### config.mk
export PLATFORM = sky130hd
export DESIGN_NAME = sat_top
export DESIGN_NICKNAME = d
export VERILOG_FILES = /design/src/shared/sat_pkg.sv /design/src/shared/sat_rom_if.sv /design/src/logic/sat_tone_rom.sv /design/src/logic/sat_top.sv
export VERILOG_INCLUDE_DIRS = /design/src /design/src/shared
export SDC_FILE = /design/constraint.sdc
export NUM_CORES = 1
export LEC_CHECK = 0
export ABC_AREA = 0
export BUFFER_PORTS_ARGS = -buffer_cell sky130_fd_sc_hd__buf_4
export CORE_AREA = 2 2 140 142
export DETAILED_ROUTE_END_ITERATION = 10
export DIE_AREA = 0 0 142 144
export GPL_TIMING_DRIVEN = 0
export PLACE_DENSITY = 0.76
export SETUP_SLACK_MARGIN = 0.4
export SYNTH_ARGS = -nofsm -noshare
export SYNTH_HDL_FRONTEND = slang
export SYNTH_SLANG_ARGS = --single-unit
### constraint.sdc
create_clock -name clk -period 14.6 [get_ports clk]
set_clock_uncertainty 0.05 [all_clocks]
set_input_delay 2.92 -clock clk [delete_from_list [all_inputs] [get_ports clk]]
set_output_delay 2.92 -clock clk [all_outputs]
set_load 0.005 [all_outputs]
### src/shared/sat_params.svh
// register offsets, field positions, reset values and code values for sub-audio signalling
`ifndef SAT_PARAMS_SVH
`define SAT_PARAMS_SVH
// ************************
// register offsets
// ************************
`define SAT_MOD_GAIN_OFS 8'hb0
`define SAT_MODE_CTRL_OFS 8'hc1
`define SAT_AUDIO_CTRL_OFS 8'hc2
`define SAT_STATUS_OFS 8'hc6
`define SAT_PROG_OFS 8'hc8
`define SAT_TONE_RPT_OFS 8'hcc
// ************************
// field positions
// ************************
`define SAT_MODE_CTCSS_EN 0
`define SAT_MODE_DCS_EN 1
`define SAT_MODE_TX 2
`define SAT_MODE_CTCSS_IRQ 3
`define SAT_MODE_DCS_IRQ 4
`define SAT_MODE_DCS_LEN24 5
`define SAT_AUD_PHASE 8
`define SAT_AUD_HPF 9
`define SAT_GAIN_INV1 0
`define SAT_GAIN_INV2 1
`define SAT_STAT_CTCSS 11
`define SAT_STAT_DCS 10
`define SAT_RPT_PHASE 9
// ************************
// reset values and code values
// ************************
`define SAT_CODE_RST 8'h00
`define SAT_BW_RST 12'h000
`define SAT_USER_FREQ_RST 12'h000
`define SAT_CODE_LEARN 8'hc8
`define SAT_CODE_ALLCALL 8'hf0
`define SAT_CODE_USER 8'hfc
`define SAT_CODE_OFF 8'hfe
`define SAT_CODE_INVALID 8'hff
`define SAT_CODE_DCS_USER 8'h54
`define SAT_CODE_DCS_INV 8'h64
`define SAT_TONE_ALLCALL 6'h28
`define SAT_TONE_OFF 6'h36
`define SAT_LEARN_MAX 6'h27
`define SAT_MAX_ERRS 5'h03
`endif

### src/shared/sat_pkg.sv
// types shared by the sub-audio signalling block
package sat_pkg;
  typedef logic [15:0] sat_word_t; // register data word
  typedef logic [7:0] sat_code_t; // sub-audio code value
  typedef logic [11:0] sat_freq_t; // tone frequency in 0.1 hz units
  // which receive detector owns the sub-audio band
  typedef enum logic [1:0] {SAT_DET_OFF, SAT_DET_CTCSS, SAT_DET_DCS} sat_det_t;
endpackage

### src/shared/sat_rom_if.sv
// carrier between the control logic and the tone frequency table
interface sat_rom_if;
  logic [7:0] idx; // code value looked up
  logic [11:0] freq; // registered frequency, 0.1 hz units
  modport user (output idx, input freq);
  modport rom (input idx, output freq);
endinterface

### src/logic/sat_tone_rom.sv
// fixed ctcss tone frequency table with registered read data
module sat_tone_rom (
  input wire logic clk,
  input wire logic reset_n,
  sat_rom_if.rom rom
);
  import sat_pkg::*;

  // ************************
  // table lookup, one cycle latency
  // ************************
  always_ff @(posedge clk) begin
    if (!reset_n) begin
      rom.freq <= 12'h000;
    end else begin
      case (rom.idx)
        8'd201: rom.freq <= 12'd670;
        8'd202: rom.freq <= 12'd719;
        8'd203: rom.freq <= 12'd744;
        8'd204: rom.freq <= 12'd770;
        8'd205: rom.freq <= 12'd797;
        8'd206: rom.freq <= 12'd825;
        8'd207: rom.freq <= 12'd854;
        8'd208: rom.freq <= 12'd885;
        8'd209: rom.freq <= 12'd915;
        8'd210: rom.freq <= 12'd948;
        8'd211: rom.freq <= 12'd974;
        8'd212: rom.freq <= 12'd1000;
        8'd213: rom.freq <= 12'd1035;
        8'd214: rom.freq <= 12'd1072;
        8'd215: rom.freq <= 12'd1109;
        8'd216: rom.freq <= 12'd1148;
        8'd217: rom.freq <= 12'd1188;
        8'd218: rom.freq <= 12'd1230;
        8'd219: rom.freq <= 12'd1273;
        8'd220: rom.freq <= 12'd1318;
        8'd221: rom.freq <= 12'd1365;
        8'd222: rom.freq <= 12'd1413;
        8'd223: rom.freq <= 12'd1462;
        8'd224: rom.freq <= 12'd1514;
        8'd225: rom.freq <= 12'd1567;
        8'd226: rom.freq <= 12'd1622;
        8'd227: rom.freq <= 12'd1679;
        8'd228: rom.freq <= 12'd1738;
        8'd229: rom.freq <= 12'd1799;
        8'd230: rom.freq <= 12'd1862;
        8'd231: rom.freq <= 12'd1928;
        8'd232: rom.freq <= 12'd2035;
        8'd233: rom.freq <= 12'd2107;
        8'd234: rom.freq <= 12'd2181;
        8'd235: rom.freq <= 12'd2257;
        8'd236: rom.freq <= 12'd2336;
        8'd237: rom.freq <= 12'd2418;
        8'd238: rom.freq <= 12'd2503;
        8'd239: rom.freq <= 12'd693;
        8'd240: rom.freq <= 12'd625;
        8'd241: rom.freq <= 12'd1598;
        8'd242: rom.freq <= 12'd1655;
        8'd243: rom.freq <= 12'd1713;
        8'd244: rom.freq <= 12'd1773;
        8'd245: rom.freq <= 12'd1835;
        8'd246: rom.freq <= 12'd1899;
        8'd247: rom.freq <= 12'd1966;
        8'd248: rom.freq <= 12'd1995;
        8'd249: rom.freq <= 12'd2065;
        8'd250: rom.freq <= 12'd2291;
        8'd251: rom.freq <= 12'd2541;
        8'd253: rom.freq <= 12'd647;
        8'd254: rom.freq <= 12'd1344;
        default: rom.freq <= 12'h000; // no fixed tone for this code
      endcase
    end
  end
endmodule

### src/logic/sat_top.sv
// sub-audio signalling control: code select, ctcss/dcs reporting, learning mode
`include "sat_params.svh"
module sat_top (
  input wire logic clk,
  input wire logic reset_n,
  input wire logic reg_wr, // register write strobe
  input wire logic reg_rd, // register read strobe
  input wire logic [7:0] reg_addr,
  input wire sat_pkg::sat_word_t reg_wdata,
  output sat_pkg::sat_word_t reg_rdata,
  input wire logic det_valid, // tone detector result strobe
  input wire logic [5:0] det_tone, // detected tone number, 0 none, 55 unlisted
  input wire logic det_phase, // phase step of 90 degrees or more
  input wire logic dcs_bit_valid, // sliced dcs bit strobe
  input wire logic dcs_bit,
  input wire logic [23:0] dcs_table_word, // code word of the selected table code
  output logic ctcss_irq_event,
  output logic dcs_irq_event,
  output logic tx_tone_on,
  output sat_pkg::sat_freq_t tx_tone_freq,
  output logic dcs_tx_on,
  output logic [23:0] dcs_tx_word,
  output logic dcs_tx_invert,
  output logic mod_one_invert,
  output logic mod_two_invert,
  output logic tx_phase_change,
  output logic audio_highpass_filter,
  output logic [11:0] tone_decoder_bandwidth_threshold,
  output logic ctcss_rx_active,
  output logic dcs_rx_active
);
  import sat_pkg::*;

  // ************************
  // helpers
  // ************************
  // count of set bits, used for both dcs polarities
  function automatic logic [4:0] ones(input logic [23:0] v);
    logic [4:0] n;
    n = 5'h00;
    for (int i = 0; i < 24; i++) begin
      n = n + {4'h0, v[i]};
    end
    return n;
  endfunction

  // true for codes that name a ctcss tone the generator can send
  function automatic logic is_tx_tone(input sat_code_t c);
    return (c > `SAT_CODE_LEARN) && (c < `SAT_CODE_INVALID);
  endfunction

  // ************************
  // registers
  // ************************
  logic [15:0] mode_ff; // mode control
  logic [15:0] audio_ff; // audio control, low byte is the code
  logic [1:0] gain_ff; // modulator output inversion bits
  logic [11:0] bw_ff; // decoder bandwidth and threshold
  logic [11:0] user_freq_ff; // user tone frequency
  logic [23:0] user_dcs_ff; // user dcs code word
  sat_code_t code;
  logic ctcss_en, dcs_en, tx_mode;

  assign code = audio_ff[7:0];
  assign ctcss_en = mode_ff[`SAT_MODE_CTCSS_EN];
  assign dcs_en = mode_ff[`SAT_MODE_DCS_EN];
  assign tx_mode = mode_ff[`SAT_MODE_TX];

  // write side; each register only changes on its own offset
  always_ff @(posedge clk) begin
    if (!reset_n) begin
      mode_ff <= 16'h0000;
      audio_ff <= {8'h00, `SAT_CODE_RST};
      gain_ff <= 2'h0;
    end else if (reg_wr) begin
      case (reg_addr)
        `SAT_MODE_CTRL_OFS: mode_ff <= reg_wdata; // code untouched
        `SAT_AUDIO_CTRL_OFS: audio_ff <= reg_wdata;
        `SAT_MOD_GAIN_OFS: gain_ff <= reg_wdata[1:0];
        default: ;
      endcase
    end
  end

  // program settings: top nibble picks the entry, low 12 bits the value
  always_ff @(posedge clk) begin
    if (!reset_n) begin
      bw_ff <= `SAT_BW_RST;
      user_freq_ff <= `SAT_USER_FREQ_RST;
      user_dcs_ff <= 24'h000000;
    end else if (reg_wr && reg_addr == `SAT_PROG_OFS) begin
      case (reg_wdata[15:12])
        4'h0: bw_ff <= reg_wdata[11:0];
        4'h1: user_freq_ff <= reg_wdata[11:0];
        4'h2: user_dcs_ff[11:0] <= reg_wdata[11:0];
        4'h3: user_dcs_ff[23:12] <= reg_wdata[11:0];
        default: ;
      endcase
    end
  end

  // ************************
  // detector ownership
  // ************************
  sat_det_t det_sel;
  // ctcss wins when both are enabled; neither listens while sending
  always_comb begin
    if (tx_mode) det_sel = SAT_DET_OFF;
    else if (ctcss_en) det_sel = SAT_DET_CTCSS;
    else if (dcs_en) det_sel = SAT_DET_DCS;
    else det_sel = SAT_DET_OFF;
  end

  logic ctcss_act, dcs_act;
  assign ctcss_act = (det_sel == SAT_DET_CTCSS);
  assign dcs_act = (det_sel == SAT_DET_DCS);

  // ************************
  // ctcss classification
  // ************************
  sat_code_t ctcss_val; // value the detector result would report
  logic own_hit;
  always_comb begin
    ctcss_val = 8'h00;
    own_hit = (det_tone == `SAT_TONE_ALLCALL) && (code == `SAT_CODE_ALLCALL); // all-call can be own tone
    if (det_tone == 6'h00) begin
      ctcss_val = 8'h00; // nothing heard
    end else if (det_tone == `SAT_TONE_ALLCALL) begin
      ctcss_val = `SAT_CODE_ALLCALL;
    end else if (code == `SAT_CODE_RST) begin
      ctcss_val = 8'h00; // only all-call is scanned
    end else if (code == `SAT_CODE_LEARN) begin
      if (det_tone <= `SAT_LEARN_MAX) begin
        ctcss_val = `SAT_CODE_LEARN + {2'h0, det_tone};
        own_hit = 1'b1;
      end else begin
        ctcss_val = `SAT_CODE_INVALID;
      end
    end else if (code > `SAT_CODE_LEARN && code != `SAT_CODE_INVALID && det_tone == 6'(code - `SAT_CODE_LEARN)) begin
      ctcss_val = code;
      own_hit = 1'b1;
    end else begin
      ctcss_val = `SAT_CODE_INVALID;
    end
  end

  // ************************
  // dcs matching
  // ************************
  logic [23:0] dcs_sh_ff; // last received bits, newest at the top
  logic [1:0] dcs_cnt_ff; // bit count within a group of four
  logic dcs_eval_ff; // one cycle after a fourth bit
  logic dcs_seen_ff; // a valid code was seen
  logic dcs_valid_ff;
  logic [23:0] dcs_word, dcs_mask, dcs_rx;
  logic dcs_inv_code, dcs_code_ok;
  logic [4:0] err_true, err_inv;

  assign dcs_inv_code = (code > `SAT_CODE_DCS_INV);
  assign dcs_code_ok = (code != 8'h00) && (code <= `SAT_CODE_DCS_INV + `SAT_CODE_DCS_USER);
  assign dcs_word = (code == `SAT_CODE_DCS_USER || code == `SAT_CODE_DCS_INV + `SAT_CODE_DCS_USER) ?
                    user_dcs_ff : dcs_table_word;
  assign dcs_mask = mode_ff[`SAT_MODE_DCS_LEN24] ? 24'hffffff : 24'h7fffff;
  // a 23 bit code sits in the top 23 bits of the shift register
  assign dcs_rx = mode_ff[`SAT_MODE_DCS_LEN24] ? dcs_sh_ff : {1'b0, dcs_sh_ff[23:1]};
  assign err_true = ones((dcs_rx ^ dcs_word) & dcs_mask);
  assign err_inv = ones((dcs_rx ^ ~dcs_word) & dcs_mask);

  // shift bits in least significant first
  always_ff @(posedge clk) begin
    if (!reset_n || !dcs_act) begin
      dcs_sh_ff <= 24'h000000;
      dcs_cnt_ff <= 2'h0;
      dcs_eval_ff <= 1'b0;
    end else begin
      dcs_eval_ff <= dcs_bit_valid && dcs_cnt_ff == 2'h3;
      if (dcs_bit_valid) begin
        dcs_sh_ff <= {dcs_bit, dcs_sh_ff[23:1]};
        dcs_cnt_ff <= dcs_cnt_ff + 2'h1;
      end
    end
  end

  // match verdict refreshed once per four bits
  logic dcs_match;
  assign dcs_match = dcs_code_ok && ((dcs_inv_code ? err_inv : err_true) <= `SAT_MAX_ERRS);
  always_ff @(posedge clk) begin
    if (!reset_n || !dcs_act) begin
      dcs_valid_ff <= 1'b0;
    end else if (dcs_eval_ff) begin
      dcs_valid_ff <= dcs_match;
    end
  end

  // ************************
  // tone report and events
  // ************************
  sat_code_t rpt_ff; // reported tone value
  logic phase_ff; // phase reversal seen
  logic ctcss_valid_ff;
  logic rpt_rd;
  logic turnoff;

  assign rpt_rd = reg_rd && reg_addr == `SAT_TONE_RPT_OFS;
  assign turnoff = dcs_act && dcs_seen_ff && det_valid && det_tone == `SAT_TONE_OFF;

  // report only moves when the detected state moves, so reads stay stable
  always_ff @(posedge clk) begin
    if (!reset_n) begin
      rpt_ff <= 8'h00;
      ctcss_valid_ff <= 1'b0;
      ctcss_irq_event <= 1'b0;
    end else begin
      ctcss_irq_event <= 1'b0;
      if (ctcss_act && det_valid) begin
        rpt_ff <= ctcss_val;
        ctcss_valid_ff <= own_hit || det_phase || phase_ff;
        // to or from no tone, or leaving own tone
        if (ctcss_val != rpt_ff && (rpt_ff == 8'h00 || ctcss_val == 8'h00 || rpt_ff == code)) begin
          ctcss_irq_event <= mode_ff[`SAT_MODE_CTCSS_IRQ];
        end
      end else if (turnoff) begin
        rpt_ff <= `SAT_CODE_OFF;
      end else if (dcs_eval_ff && dcs_match) begin
        rpt_ff <= code; // received form of the code
      end else if (!ctcss_act) begin
        ctcss_valid_ff <= 1'b0;
      end
    end
  end

  // phase flag: a new reversal wins over a read that clears it
  always_ff @(posedge clk) begin
    if (!reset_n) begin
      phase_ff <= 1'b0;
    end else if (ctcss_act && det_valid && det_phase) begin
      phase_ff <= 1'b1;
    end else if (rpt_rd) begin
      phase_ff <= 1'b0;
    end
  end

  // turn-off tone only counts once a code has been recognised
  always_ff @(posedge clk) begin
    if (!reset_n || !dcs_act) begin
      dcs_seen_ff <= 1'b0;
      dcs_irq_event <= 1'b0;
    end else begin
      dcs_irq_event <= turnoff && mode_ff[`SAT_MODE_DCS_IRQ];
      if (turnoff) dcs_seen_ff <= 1'b0;
      else if (dcs_eval_ff && dcs_match) dcs_seen_ff <= 1'b1;
    end
  end

  // ************************
  // read side
  // ************************
  always_ff @(posedge clk) begin
    if (!reset_n) begin
      reg_rdata <= 16'h0000;
    end else if (reg_rd) begin
      case (reg_addr)
        `SAT_STATUS_OFS: reg_rdata <= {4'h0, ctcss_valid_ff, dcs_valid_ff, 10'h000};
        `SAT_TONE_RPT_OFS: reg_rdata <= {6'h00, phase_ff, 1'b0, rpt_ff};
        default: reg_rdata <= 16'h0000; // write-only and unmapped read zero
      endcase
    end
  end

  // ************************
  // transmit side and static outputs
  // ************************
  sat_rom_if rom_bus ();
  assign rom_bus.idx = code;
  sat_tone_rom u_rom (
    .clk(clk),
    .reset_n(reset_n),
    .rom(rom_bus.rom)
  );

  // learning, code 0 and invalid leave the generator silent
  always_ff @(posedge clk) begin
    if (!reset_n) begin
      tx_tone_on <= 1'b0;
      tx_tone_freq <= 12'h000;
      dcs_tx_on <= 1'b0;
      dcs_tx_word <= 24'h000000;
      dcs_tx_invert <= 1'b0;
    end else begin
      tx_tone_on <= ctcss_en && tx_mode && is_tx_tone(code);
      tx_tone_freq <= (code == `SAT_CODE_USER) ? user_freq_ff : rom_bus.freq;
      dcs_tx_on <= dcs_en && !ctcss_en && tx_mode && dcs_code_ok;
      dcs_tx_word <= dcs_word & dcs_mask;
      dcs_tx_invert <= dcs_inv_code;
    end
  end

  // control bits passed to the audio and modulator paths
  always_ff @(posedge clk) begin
    if (!reset_n) begin
      mod_one_invert <= 1'b0;
      mod_two_invert <= 1'b0;
      tx_phase_change <= 1'b0;
      audio_highpass_filter <= 1'b0;
      tone_decoder_bandwidth_threshold <= `SAT_BW_RST;
      ctcss_rx_active <= 1'b0;
      dcs_rx_active <= 1'b0;
    end else begin
      mod_one_invert <= gain_ff[`SAT_GAIN_INV1];
      mod_two_invert <= gain_ff[`SAT_GAIN_INV2];
      tx_phase_change <= audio_ff[`SAT_AUD_PHASE];
      audio_highpass_filter <= audio_ff[`SAT_AUD_HPF];
      tone_decoder_bandwidth_threshold <= bw_ff;
      ctcss_rx_active <= ctcss_act;
      dcs_rx_active <= dcs_act;
    end
  end
endmodule

==> results of run 1 <==
## tightest hold or removal path: cells and delay by family, from the launching register on
kind            cells  cell delay [ns]
flops               1             0.31
compound gates      1             0.04
simple gates        1             0.05
## report_power, final
group | switching [mW] | total, mW | internal (mW)
sequential | 0.000934 | 0.514 | 0.513
clock | 0.225 | 0.454 | 0.229
combinational | 0.128 | 0.229 | 0.101
## layout make-up
type	count	area (sq um)	area share (%)
flip-flops and latches	187	3740	30.9
plain buffers	79	395	3.26
repair buffers	129	968	7.98
inverters	80	300	2.48
clock inverters	15	154	1.27
multi-input cells	801	5840	48.2
clock buffers	17	425	3.51
well taps	238	298	2.46
## synth_stat cells (all sizes together), types with 16 or more instances
library cell / instances / area (sq um)
dfxtp: 187 / 3740
xor2: 16 / 140
xnor2: 25 / 219
a21boi: 57 / 428
ha: 25 / 313
clkbuf: 45 / 169
buf: 34 / 226
o21ai: 22 / 110
and2: 22 / 139
nand3: 17 / 85.1
nand2: 139 / 522
mux2i: 104 / 1040
inv: 79 / 297
fa: 34 / 681
nor2: 74 / 290
a21oi: 44 / 220
nor2b: 75 / 469
## worst max-delay path by stage
stage	slack [ns]	to	start
detailed placement	6.01	rpt_ff[3]	dcs_table_word[11]
global route	5.61	rpt_ff[4]	audio_ff[1]
CTS	6.06	rpt_ff[7]	audio_ff[1]
floorplan	6.58	rpt_ff[1]	dcs_table_word[0]
finish	5.99	rpt_ff[7]	audio_ff[1]
global placement	6.05	rpt_ff[3]	dcs_table_word[11]
## state kept, by name, indices dropped and copies added, names as in the netlist, 2 cells and up
| register | flops |
|---|---|
| gain_ff | 2 |
| user_freq_ff | 12 |
| bw_ff | 12 |
| dcs_tx_word | 24 |
| tx_tone_freq | 12 |
| tone_decoder_bandwidth_threshold | 12 |
| u_rom.rom.freq | 12 |
| dcs_cnt_ff | 2 |
| dcs_sh_ff | 24 |
| user_dcs_ff | 24 |
| audio_ff | 10 |
| rpt_ff | 8 |
| mode_ff | 6 |
| reg_rdata | 11 |
## layer usage
| layer | global-route usage (%) | up-vias |
|---|---|---|
| met5 | 0 | - |
| met4 | 9.74 | 0 |
| met3 | 5.33 | 53 |
| met2 | 46.9 | 363 |
| met1 | 41.5 | 4082 |
| li1 | - | 4126 |
## cells by family (layout without fill, tap and decap cells)
logic type                 count (synthesis)  in the layout  share of synthesized area, %
AOI/OAI and AO/OA                        200            200                          13.8
DFF                                      187            187                          36.5
and+or+nand+nor                          391            391                          19.4
muxes                                    104            104                          10.1
buffers and inverters                    159            320                          6.77
adders and majority gates                 59             59                          9.67
xor gates and xnor gates                  42             42                          3.72
other                                      1              5                        0.0365
## per-stage QoR
| stage | utilization, % | cell area, sq um |
|---|---|---|
| CTS | 63.6 | 12100 |
| finish | 63.6 | 12100 |
| global route | 63.6 | 12100 |
| detailed placement | 60.5 | 11500 |
| global placement | 60.5 | 11500 |
| floorplan | - | 10300 |
==> impl_metrics.env, run 1 <==
export IMPL_place_congestion=0.978
export IMPL_whs_ns=0.395
export IMPL_cp_slowest_stage_delay_ns=0.57
export IMPL_rows=51
export IMPL_vias=8624
export IMPL_slowest_stage="fa_1"
export IMPL_dp_hpwl_mm=22.3
export IMPL_fin_crit_ns=8.61
export IMPL_numClockSinks=187
export IMPL_clk_pin_slew_ns=0.08
export IMPL_finalSetupViolCount=0
export IMPL_tns_ns=0
export IMPL_drc=0
export IMPL_path_buf_inv=8
export IMPL_synthCells=1143
export IMPL_ys_flop_type="dfxtp_1"
export IMPL_firstDrtPassIters=6
export IMPL_stdcell_count=1546
export IMPL_crit_family="adder cells"
export IMPL_dp_slack_ns=6.01
export IMPL_wl_met1_mm=13.3
export IMPL_antenna_found_initial=0
export IMPL_antenna_cells=0
export IMPL_avgSynthCellArea_sq_um=8.98
export IMPL_fp_dieW_um=142
export IMPL_vias_per_cell=5.58
export IMPL_setup_worst_path_start_class="flip-flop"
export IMPL_reg2reg_slack_ns=5.99
export IMPL_drive_above_1_share_pct=16.2
export IMPL_hp_class="flip-flop to flip-flop"
export IMPL_gr_total_overflow=0
export IMPL_cts_buffers=17
export IMPL_clockBufferDepth=2
export IMPL_hold_buffers=0
export IMPL_arrival_ns=8.93
export IMPL_wl_per_cell_um=19.1
export IMPL_hold_path_startpoint="bw_ff[4]"
export IMPL_ys_seq_area_share_pct=36.5
export IMPL_power_leakage_nw=4.79
export IMPL_io_pins=137
export IMPL_dp_cells=1514
export IMPL_r2r_end="rpt_ff[7]"
export IMPL_grt_first_pass_wirelength_mm=46.4
export IMPL_worstPathRequired_ns=14.92
export IMPL_synth_edf_count=0
export IMPL_ir_drop_mv=0.0854
export IMPL_synth_cell_types=83
export IMPL_postCtsSetupBuffers=0
export IMPL_yosys_warnings=0
export IMPL_die_h_um=144
export IMPL_portBuffers=129
export IMPL_syn_area_sq_mm=0.0103
export IMPL_slew_headroom_pct=22.3
export IMPL_nets=1416
export IMPL_dieArea_sq_mm=0.0204
export IMPL_r2r_start="audio_ff[1]"
export IMPL_grt_max_degree=20
export IMPL_cts_tree="done"
export IMPL_path_max_fanout=10
export IMPL_grt_pass1_vias=8245
export IMPL_fin_crit_sh_pct=59.0
export IMPL_tightestPinTransition_ns=1.15
export IMPL_ys_ff_latch=187
export IMPL_cts_root_buf="clkbuf_16"
export IMPL_rsz0062_at_grt="no"
export IMPL_ant_nets=0
export IMPL_end_kind="flip-flop"
export IMPL_syn_to_final_growth_pct=18.1
export IMPL_fin_total_pwr_mw=1.20
export IMPL_first_iter_violations=817
export IMPL_path_class="flip-flop to flip-flop"
export IMPL_fillers=1631
export IMPL_wl_mm=29.6
export IMPL_drv_cap=0
export IMPL_layout_common_cells="dfxtp_1, buf_4, nand2_1"
export IMPL_cp_num_cells=28
export IMPL_final_common_cell="dfxtp_1"
export IMPL_rr_worst_depth=28
export IMPL_max_freq_mhz=116
export IMPL_top_layer="met4"
export IMPL_clock_latency_ns=0.44
export IMPL_final_setup_worst_slack_ns=5.99
export IMPL_crit_top_cell="fa_1"
export IMPL_power_density_mw_per_mm2=98.7
export IMPL_min_path_cells=2
export IMPL_grt_use_total_pct=29.8
export IMPL_wl_met2_mm=13.6
export IMPL_htree_levels=4
export IMPL_holdPathEnd="bw_ff[4]"
export IMPL_outcome="finished, final reports clean"
export IMPL_ys_async_sr_fraction_pct=0
export IMPL_core_area_sq_mm=0.0191
export IMPL_dr_wl_met3_mm=2.03
export IMPL_cts_resized=0
export IMPL_finalHoldViolations=0
export IMPL_initial_core_util_pct=53.8
export IMPL_slew_viol_final=0
Note: power is estimated with default switching activity, not from simulation.
==> run 2: changes to the inputs <==
- ABC_AREA: 0 -> 1
- CORE_AREA: 2 2 140 142 -> 2 2 139 141
- DIE_AREA: 0 0 142 144 -> 0 0 141 143
- PLACE_DENSITY: 0.76 -> 0.75
- clock period: 14.6 -> 9 ns (I/O delays scaled with it)
==> impl_metrics.env, run 2 <==
export IMPL_die_h_um=143
export IMPL_tightestPinTransition_ns=0.858
export IMPL_synth_top_area_cell="dfxtp_1"
export IMPL_grt_use_total_pct=30.3
export IMPL_place_congestion=0.933
export IMPL_yosysMostFrequentCell="nand2_1"
export IMPL_fp_dieW_um=141
export IMPL_synth_edf_count=0
export IMPL_finalSetupViolCount=0
export IMPL_end_kind="flip-flop"
export IMPL_slowest_stage="dfxtp_1"
export IMPL_netlist_top_cells_area="dfxtp_1, nand2_1, inv_1"
export IMPL_synthCells=1365
export IMPL_reg2reg_slack_ns=1.58
export IMPL_ant_nets=0
export IMPL_final_common_cell="nand2_1"
export IMPL_regArea_sq_mm=0.00374
export IMPL_finalHoldViolations=0
export IMPL_clock_latency_ns=0.44
export IMPL_ys_ff_latch=187
export IMPL_io_pins=137
export IMPL_nets=1638
export IMPL_stdcell_area_sq_mm=0.0120
export IMPL_fin_crit_sh_pct=82.5
export IMPL_syn_area_sq_mm=0.0100
export IMPL_arrival_ns=7.70
export IMPL_drv_cap=0
export IMPL_grt_max_degree=21
export IMPL_clockBufferDepth=2
export IMPL_power_density_mw_per_mm2=170
export IMPL_max_freq_mhz=135
export IMPL_portBuffers=129
export IMPL_stdcell_count=1764
export IMPL_tns_ns=0
export IMPL_drive_above_1_share_pct=17.3
export IMPL_cts_tree="done"
export IMPL_postCtsSetupBuffers=0
export IMPL_grt_first_pass_wirelength_mm=47.1
export IMPL_grt_pass1_vias=8979
export IMPL_vias=9514
export IMPL_rsz0062_at_grt="no"
export IMPL_p_sw_mw=0.605
export IMPL_synth_cell_types=47
export IMPL_ir_drop_mv=0.137
export IMPL_worstPathRequired_ns=9.27
export IMPL_place_area_sq_mm=0.0113
export IMPL_slew_headroom_pct=42.3
export IMPL_clockPowerShare_pct=40.3
export IMPL_cts_resized=0
export IMPL_core_area_sq_mm=0.0186
export IMPL_dp_cells=1732
export IMPL_drc=0
export IMPL_reg_largest_list="dcs_sh_ff x24, dcs_tx_word x24, user_dcs_ff x24"
export IMPL_cts_root_buf="clkbuf_16"
export IMPL_layout_common_cells="nand2_1, inv_1, dfxtp_1"
export IMPL_power_leakage_nw=5.22
export IMPL_htree_levels=4
export IMPL_dp_hpwl_mm=23.1
export IMPL_multi_input_area_sq_mm=0.00510
export IMPL_setup_worst_path_start_class="flip-flop"
export IMPL_vias_per_cell=5.39
export IMPL_final_setup_worst_slack_ns=1.58
export IMPL_ys_async_sr_fraction_pct=0
export IMPL_antenna_found_initial=0
export IMPL_path_class="flip-flop to flip-flop"
export IMPL_dieArea_sq_mm=0.0202
export IMPL_outcome="finished, final reports clean"
export IMPL_dp_slack_ns=1.73
export IMPL_wl_mm=30.1
export IMPL_share_comb_of_total_power_pct=18.7
export IMPL_antenna_cells=0
export IMPL_slew_viol_final=0
export IMPL_numClockSinks=187
export IMPL_yosysTopAreaCellShare_pct=37.3
export IMPL_cp_slowest_stage_delay_ns=0.65
export IMPL_p_sw_share_pct=29.8
export IMPL_initial_core_util_pct=54.0
export IMPL_avgSynthCellArea_sq_um=7.36
export IMPL_firstDrtPassIters=5
export IMPL_ys_top_cells_by_count="nand2_1, inv_1, dfxtp_1"
export IMPL_cts_buffers=17
export IMPL_ys_flop_type="dfxtp_1"
export IMPL_crit_top_cell="inv_1"
export IMPL_p_seq_share_pct=41.1
export IMPL_internal_power_mw=1.43
export IMPL_wl_per_cell_um=17.1
export IMPL_post_route_util_pct=64.4
export IMPL_gr_total_overflow=0
export IMPL_path_max_fanout=12
export IMPL_fin_crit_ns=7.42
export IMPL_rows=50
export IMPL_clk_pin_slew_ns=0.08
export IMPL_yosys_warnings=0
export IMPL_syn_to_final_growth_pct=19.2
export IMPL_fin_total_pwr_mw=2.03
export IMPL_hp_class="flip-flop to flip-flop"
export IMPL_fillers=1649
export IMPL_first_iter_violations=893
export IMPL_hold_buffers=0
export IMPL_whs_ns=0.377
export IMPL_ys_seq_area_share_pct=37.3
run 2: area by class of cell:
cell class              instances  area share [%]
multi-input cells             883            42.6
flip-flops and latches        187            31.3
repair buffers                129            8.09
inverters                     233            7.31
clock buffers                  18            3.67
plain buffers                  66            2.82
well taps                     234            2.45
clock inverters                14            1.77
run 2: final timing paths:
path | depth (start not counted) | end | from
worst max register to register | 34 | rpt_ff[4] | audio_ff[0]
worst max-delay path | 34 | rpt_ff[4] | audio_ff[0]
worst min-delay path | 2 | tone_decoder_bandwidth_threshold[10] | bw_ff[10]
worst min register to register | 2 | tone_decoder_bandwidth_threshold[10] | bw_ff[10]
run 2: power groups by stage:
stage          registers, mW  logic [mW]  clock network [mW]
2_1_floorplan          0.855       0.264                   0
3_3_place_gp           0.854       0.364                   0
3_5_place_dp           0.854       0.377                   0
4_1_cts                0.835       0.382               0.821
5_1_grt                0.835       0.451               0.854
6_report               0.835       0.379               0.818
run 2: per-layer routing:
layer  wire length [um]  track usage [%]  up-vias
met5                  0                0        -
li1                   -                -     4604
met4                949             11.1        0
met2              14300             51.6      426
met3               2260             6.17       76
met1              12600             38.3     4408
run 2: kinds of logic after synthesis:
| logic type | Yosys count | synth area share [%] |
|---|---|---|
| adders and majority gates | 59 | 9.89 |
| xor gates and xnor gates | 27 | 3.03 |
| AOI/OAI and AO/OA | 335 | 18.7 |
| DFF | 187 | 37.3 |
| other | 1 | 0.0373 |
| buffers and inverters | 299 | 12.1 |
| and+or+nand+nor | 457 | 19.0 |
run 2: critical path: cells and delay by family (launching register included):
| family | cells | cell delay [ns] |
|---|---|---|
| buffers and inverters | 11 | 1.30 |
| xor gates and xnor gates | 1 | 0.39 |
| and+or+nand+nor | 8 | 0.76 |
| DFF | 1 | 0.65 |
| AOI/OAI and AO/OA | 6 | 0.61 |
| adders and majority gates | 8 | 3.54 |
==> run 3: changes to the inputs <==
- ABC_AREA: 1 -> 0
- CORE_AREA: 2 2 139 141 -> 2 2 140 142
- DIE_AREA: 0 0 141 143 -> 0 0 142 144
- PLACE_DENSITY: 0.75 -> 0.76
- clock period: 9 -> 7.4 ns (I/O delays scaled with it)
==> impl_metrics.env, run 3 (synthesis results as in run 1) <==
export IMPL_multi_input_area_sq_mm=0.00617
export IMPL_fin_crit_sh_pct=93.6
export IMPL_max_freq_mhz=144
export IMPL_whs_ns=0.396
export IMPL_first_iter_violations=837
export IMPL_path_buf_inv=9
export IMPL_grt_use_total_pct=30.0
export IMPL_path_max_fanout=7
export IMPL_firstDrtPassIters=6
export IMPL_fin_crit_ns=6.93
export IMPL_grt_max_degree=20
export IMPL_power_leakage_nw=5.05
export IMPL_numClockSinks=187
export IMPL_rows=51
export IMPL_finalHoldViolations=0
export IMPL_hp_class="flip-flop to flip-flop"
export IMPL_syn_to_final_growth_pct=24.8
export IMPL_stdcell_area_sq_mm=0.0128
export IMPL_final_common_cell="dfxtp_1"
export IMPL_cts_buffers=17
export IMPL_slew_viol_final=0
export IMPL_fillers=1471
export IMPL_place_congestion=0.948
export IMPL_gr_total_overflow=0
export IMPL_vias_per_cell=5.63
export IMPL_portBuffers=129
export IMPL_die_h_um=144
export IMPL_tightestPinTransition_ns=1.35
export IMPL_wl_mm=30.8
export IMPL_clock_latency_ns=0.44
export IMPL_antenna_found_initial=0
export IMPL_ir_drop_mv=0.179
export IMPL_cts_root_buf="clkbuf_16"
export IMPL_initial_core_util_pct=53.8
export IMPL_drv_cap=0
export IMPL_fp_dieW_um=142
export IMPL_hold_buffers=0
export IMPL_ant_nets=0
export IMPL_vias=8880
export IMPL_clk_pin_slew_ns=0.08
export IMPL_stdcell_count=1576
export IMPL_grt_pass1_vias=8511
export IMPL_finalSetupViolCount=0
export IMPL_cp_slowest_stage_delay_ns=0.57
export IMPL_cts_tree="done"
export IMPL_core_area_sq_mm=0.0191
export IMPL_place_area_sq_mm=0.0116
export IMPL_reg_largest_list="dcs_sh_ff x24, dcs_tx_word x24, user_dcs_ff x24"
export IMPL_clockBufferDepth=2
export IMPL_wl_per_cell_um=19.5
export IMPL_dp_hpwl_mm=22.5
export IMPL_slowest_stage="fa_1"
export IMPL_antenna_cells=0
export IMPL_layout_common_cells="dfxtp_1, buf_4, nand2_1"
export IMPL_htree_levels=4
export IMPL_power_density_mw_per_mm2=192
export IMPL_rsz0062_at_grt="yes"
export IMPL_drc=0
export IMPL_grt_first_pass_wirelength_mm=46.9
export IMPL_dieArea_sq_mm=0.0204
export IMPL_worstPathRequired_ns=7.73
export IMPL_arrival_ns=7.26
export IMPL_dp_cells=1514
export IMPL_nets=1446
export IMPL_slew_headroom_pct=8.44
export IMPL_crit_family="adder cells"
export IMPL_crit_top_cell="fa_1"
export IMPL_path_class="flip-flop to flip-flop"
export IMPL_io_pins=137
export IMPL_outcome="finished, final reports clean"
export IMPL_setup_worst_path_start_class="flip-flop"
export IMPL_drive_above_1_share_pct=21.7
export IMPL_regArea_sq_mm=0.00375
export IMPL_end_kind="flip-flop"
-- run 3: cell types whose count changed in the layout (fill, tap and decap cells not counted), sizes merged, moves of 39 or more --
cell / before / now
inv: 238 / 86
o21ai: 166 / 22
nand2: 247 / 139
mux2i: 0 / 104
a21oi: 131 / 44
nor2b: 0 / 75
nor2: 144 / 74
a21boi: 2 / 57
buf: 152 / 191
-- run 3: layout make-up --
| class | instances | area share (%) |
|---|---|---|
| Sequential cell | 187 | 29.3 |
| Clock inverter | 15 | 1.14 |
| Buffer | 79 | 3.61 |
| Inverter | 80 | 2.56 |
| Tap cell | 238 | 2.32 |
| Multi-Input combinational cell | 801 | 48.1 |
| Clock buffer | 17 | 3.32 |
| Timing Repair Buffer | 159 | 9.66 |
-- run 3: what timing repair did --
action                     in CTS  in global routing
pin swaps                      15                 30
gates resized for setup        53                 37
setup endpoints to repair      11                 11
cloned                          1                  1
setup buffers                  15                 13
-- run 3: metal layers --
layer	vias up	wire [um]	GRT usage [%]
li1	4193	-	-
met1	4220	13400	40.2
met2	406	14300	49.6
met3	61	2240	5.17
met4	0	775	10.1
met5	-	0	0
-- run 3: through the flow --
stage | power (mW) | utilization (%) | TNS (ns) | worst slack (ns)
detailed placement | 1.50 | 60.6 | -4.90 | -0.515
floorplan | 1.35 | - | 0 | 0.413
CTS | 2.39 | 65.6 | 0 | 0.418
global placement | 1.47 | 60.6 | -4.82 | -0.523
finish | 2.46 | 67.2 | 0 | 0.470
global route | 2.57 | 67.2 | 0 | 0.315
-- run 3: report_power, final --
group	leakage (nW)	switching, mW	internal, mW
sequential	1.51	0.00198	1.01
clock	0.278	0.445	0.448
combinational	3.26	0.316	0.236
total	5.05	0.763	1.70
-- run 3: worst paths after layout --
| kind | start | end | slack [ns] | depth (start not counted) |
|---|---|---|---|---|
| worst min-delay path | bw_ff[6] | bw_ff[6] | 0.40 | 2 |
| worst max-delay path | audio_ff[1] | rpt_ff[3] | 0.47 | 29 |
| worst max register to register | audio_ff[1] | rpt_ff[3] | 0.47 | 29 |
| worst min register to register | bw_ff[6] | bw_ff[6] | 0.40 | 2 |
-- run 3: worst register-to-register path, delay by kind of cell (launching register included) --
family,cells,cell delay (ns)
buffers and inverters,9,0.81
DFF,1,0.36
xor gates and xnor gates,1,0.13
AOI/OAI and AO/OA,5,0.62
muxes,1,0.32
adders and majority gates,8,3.26
and+or+nand+nor,5,1.29
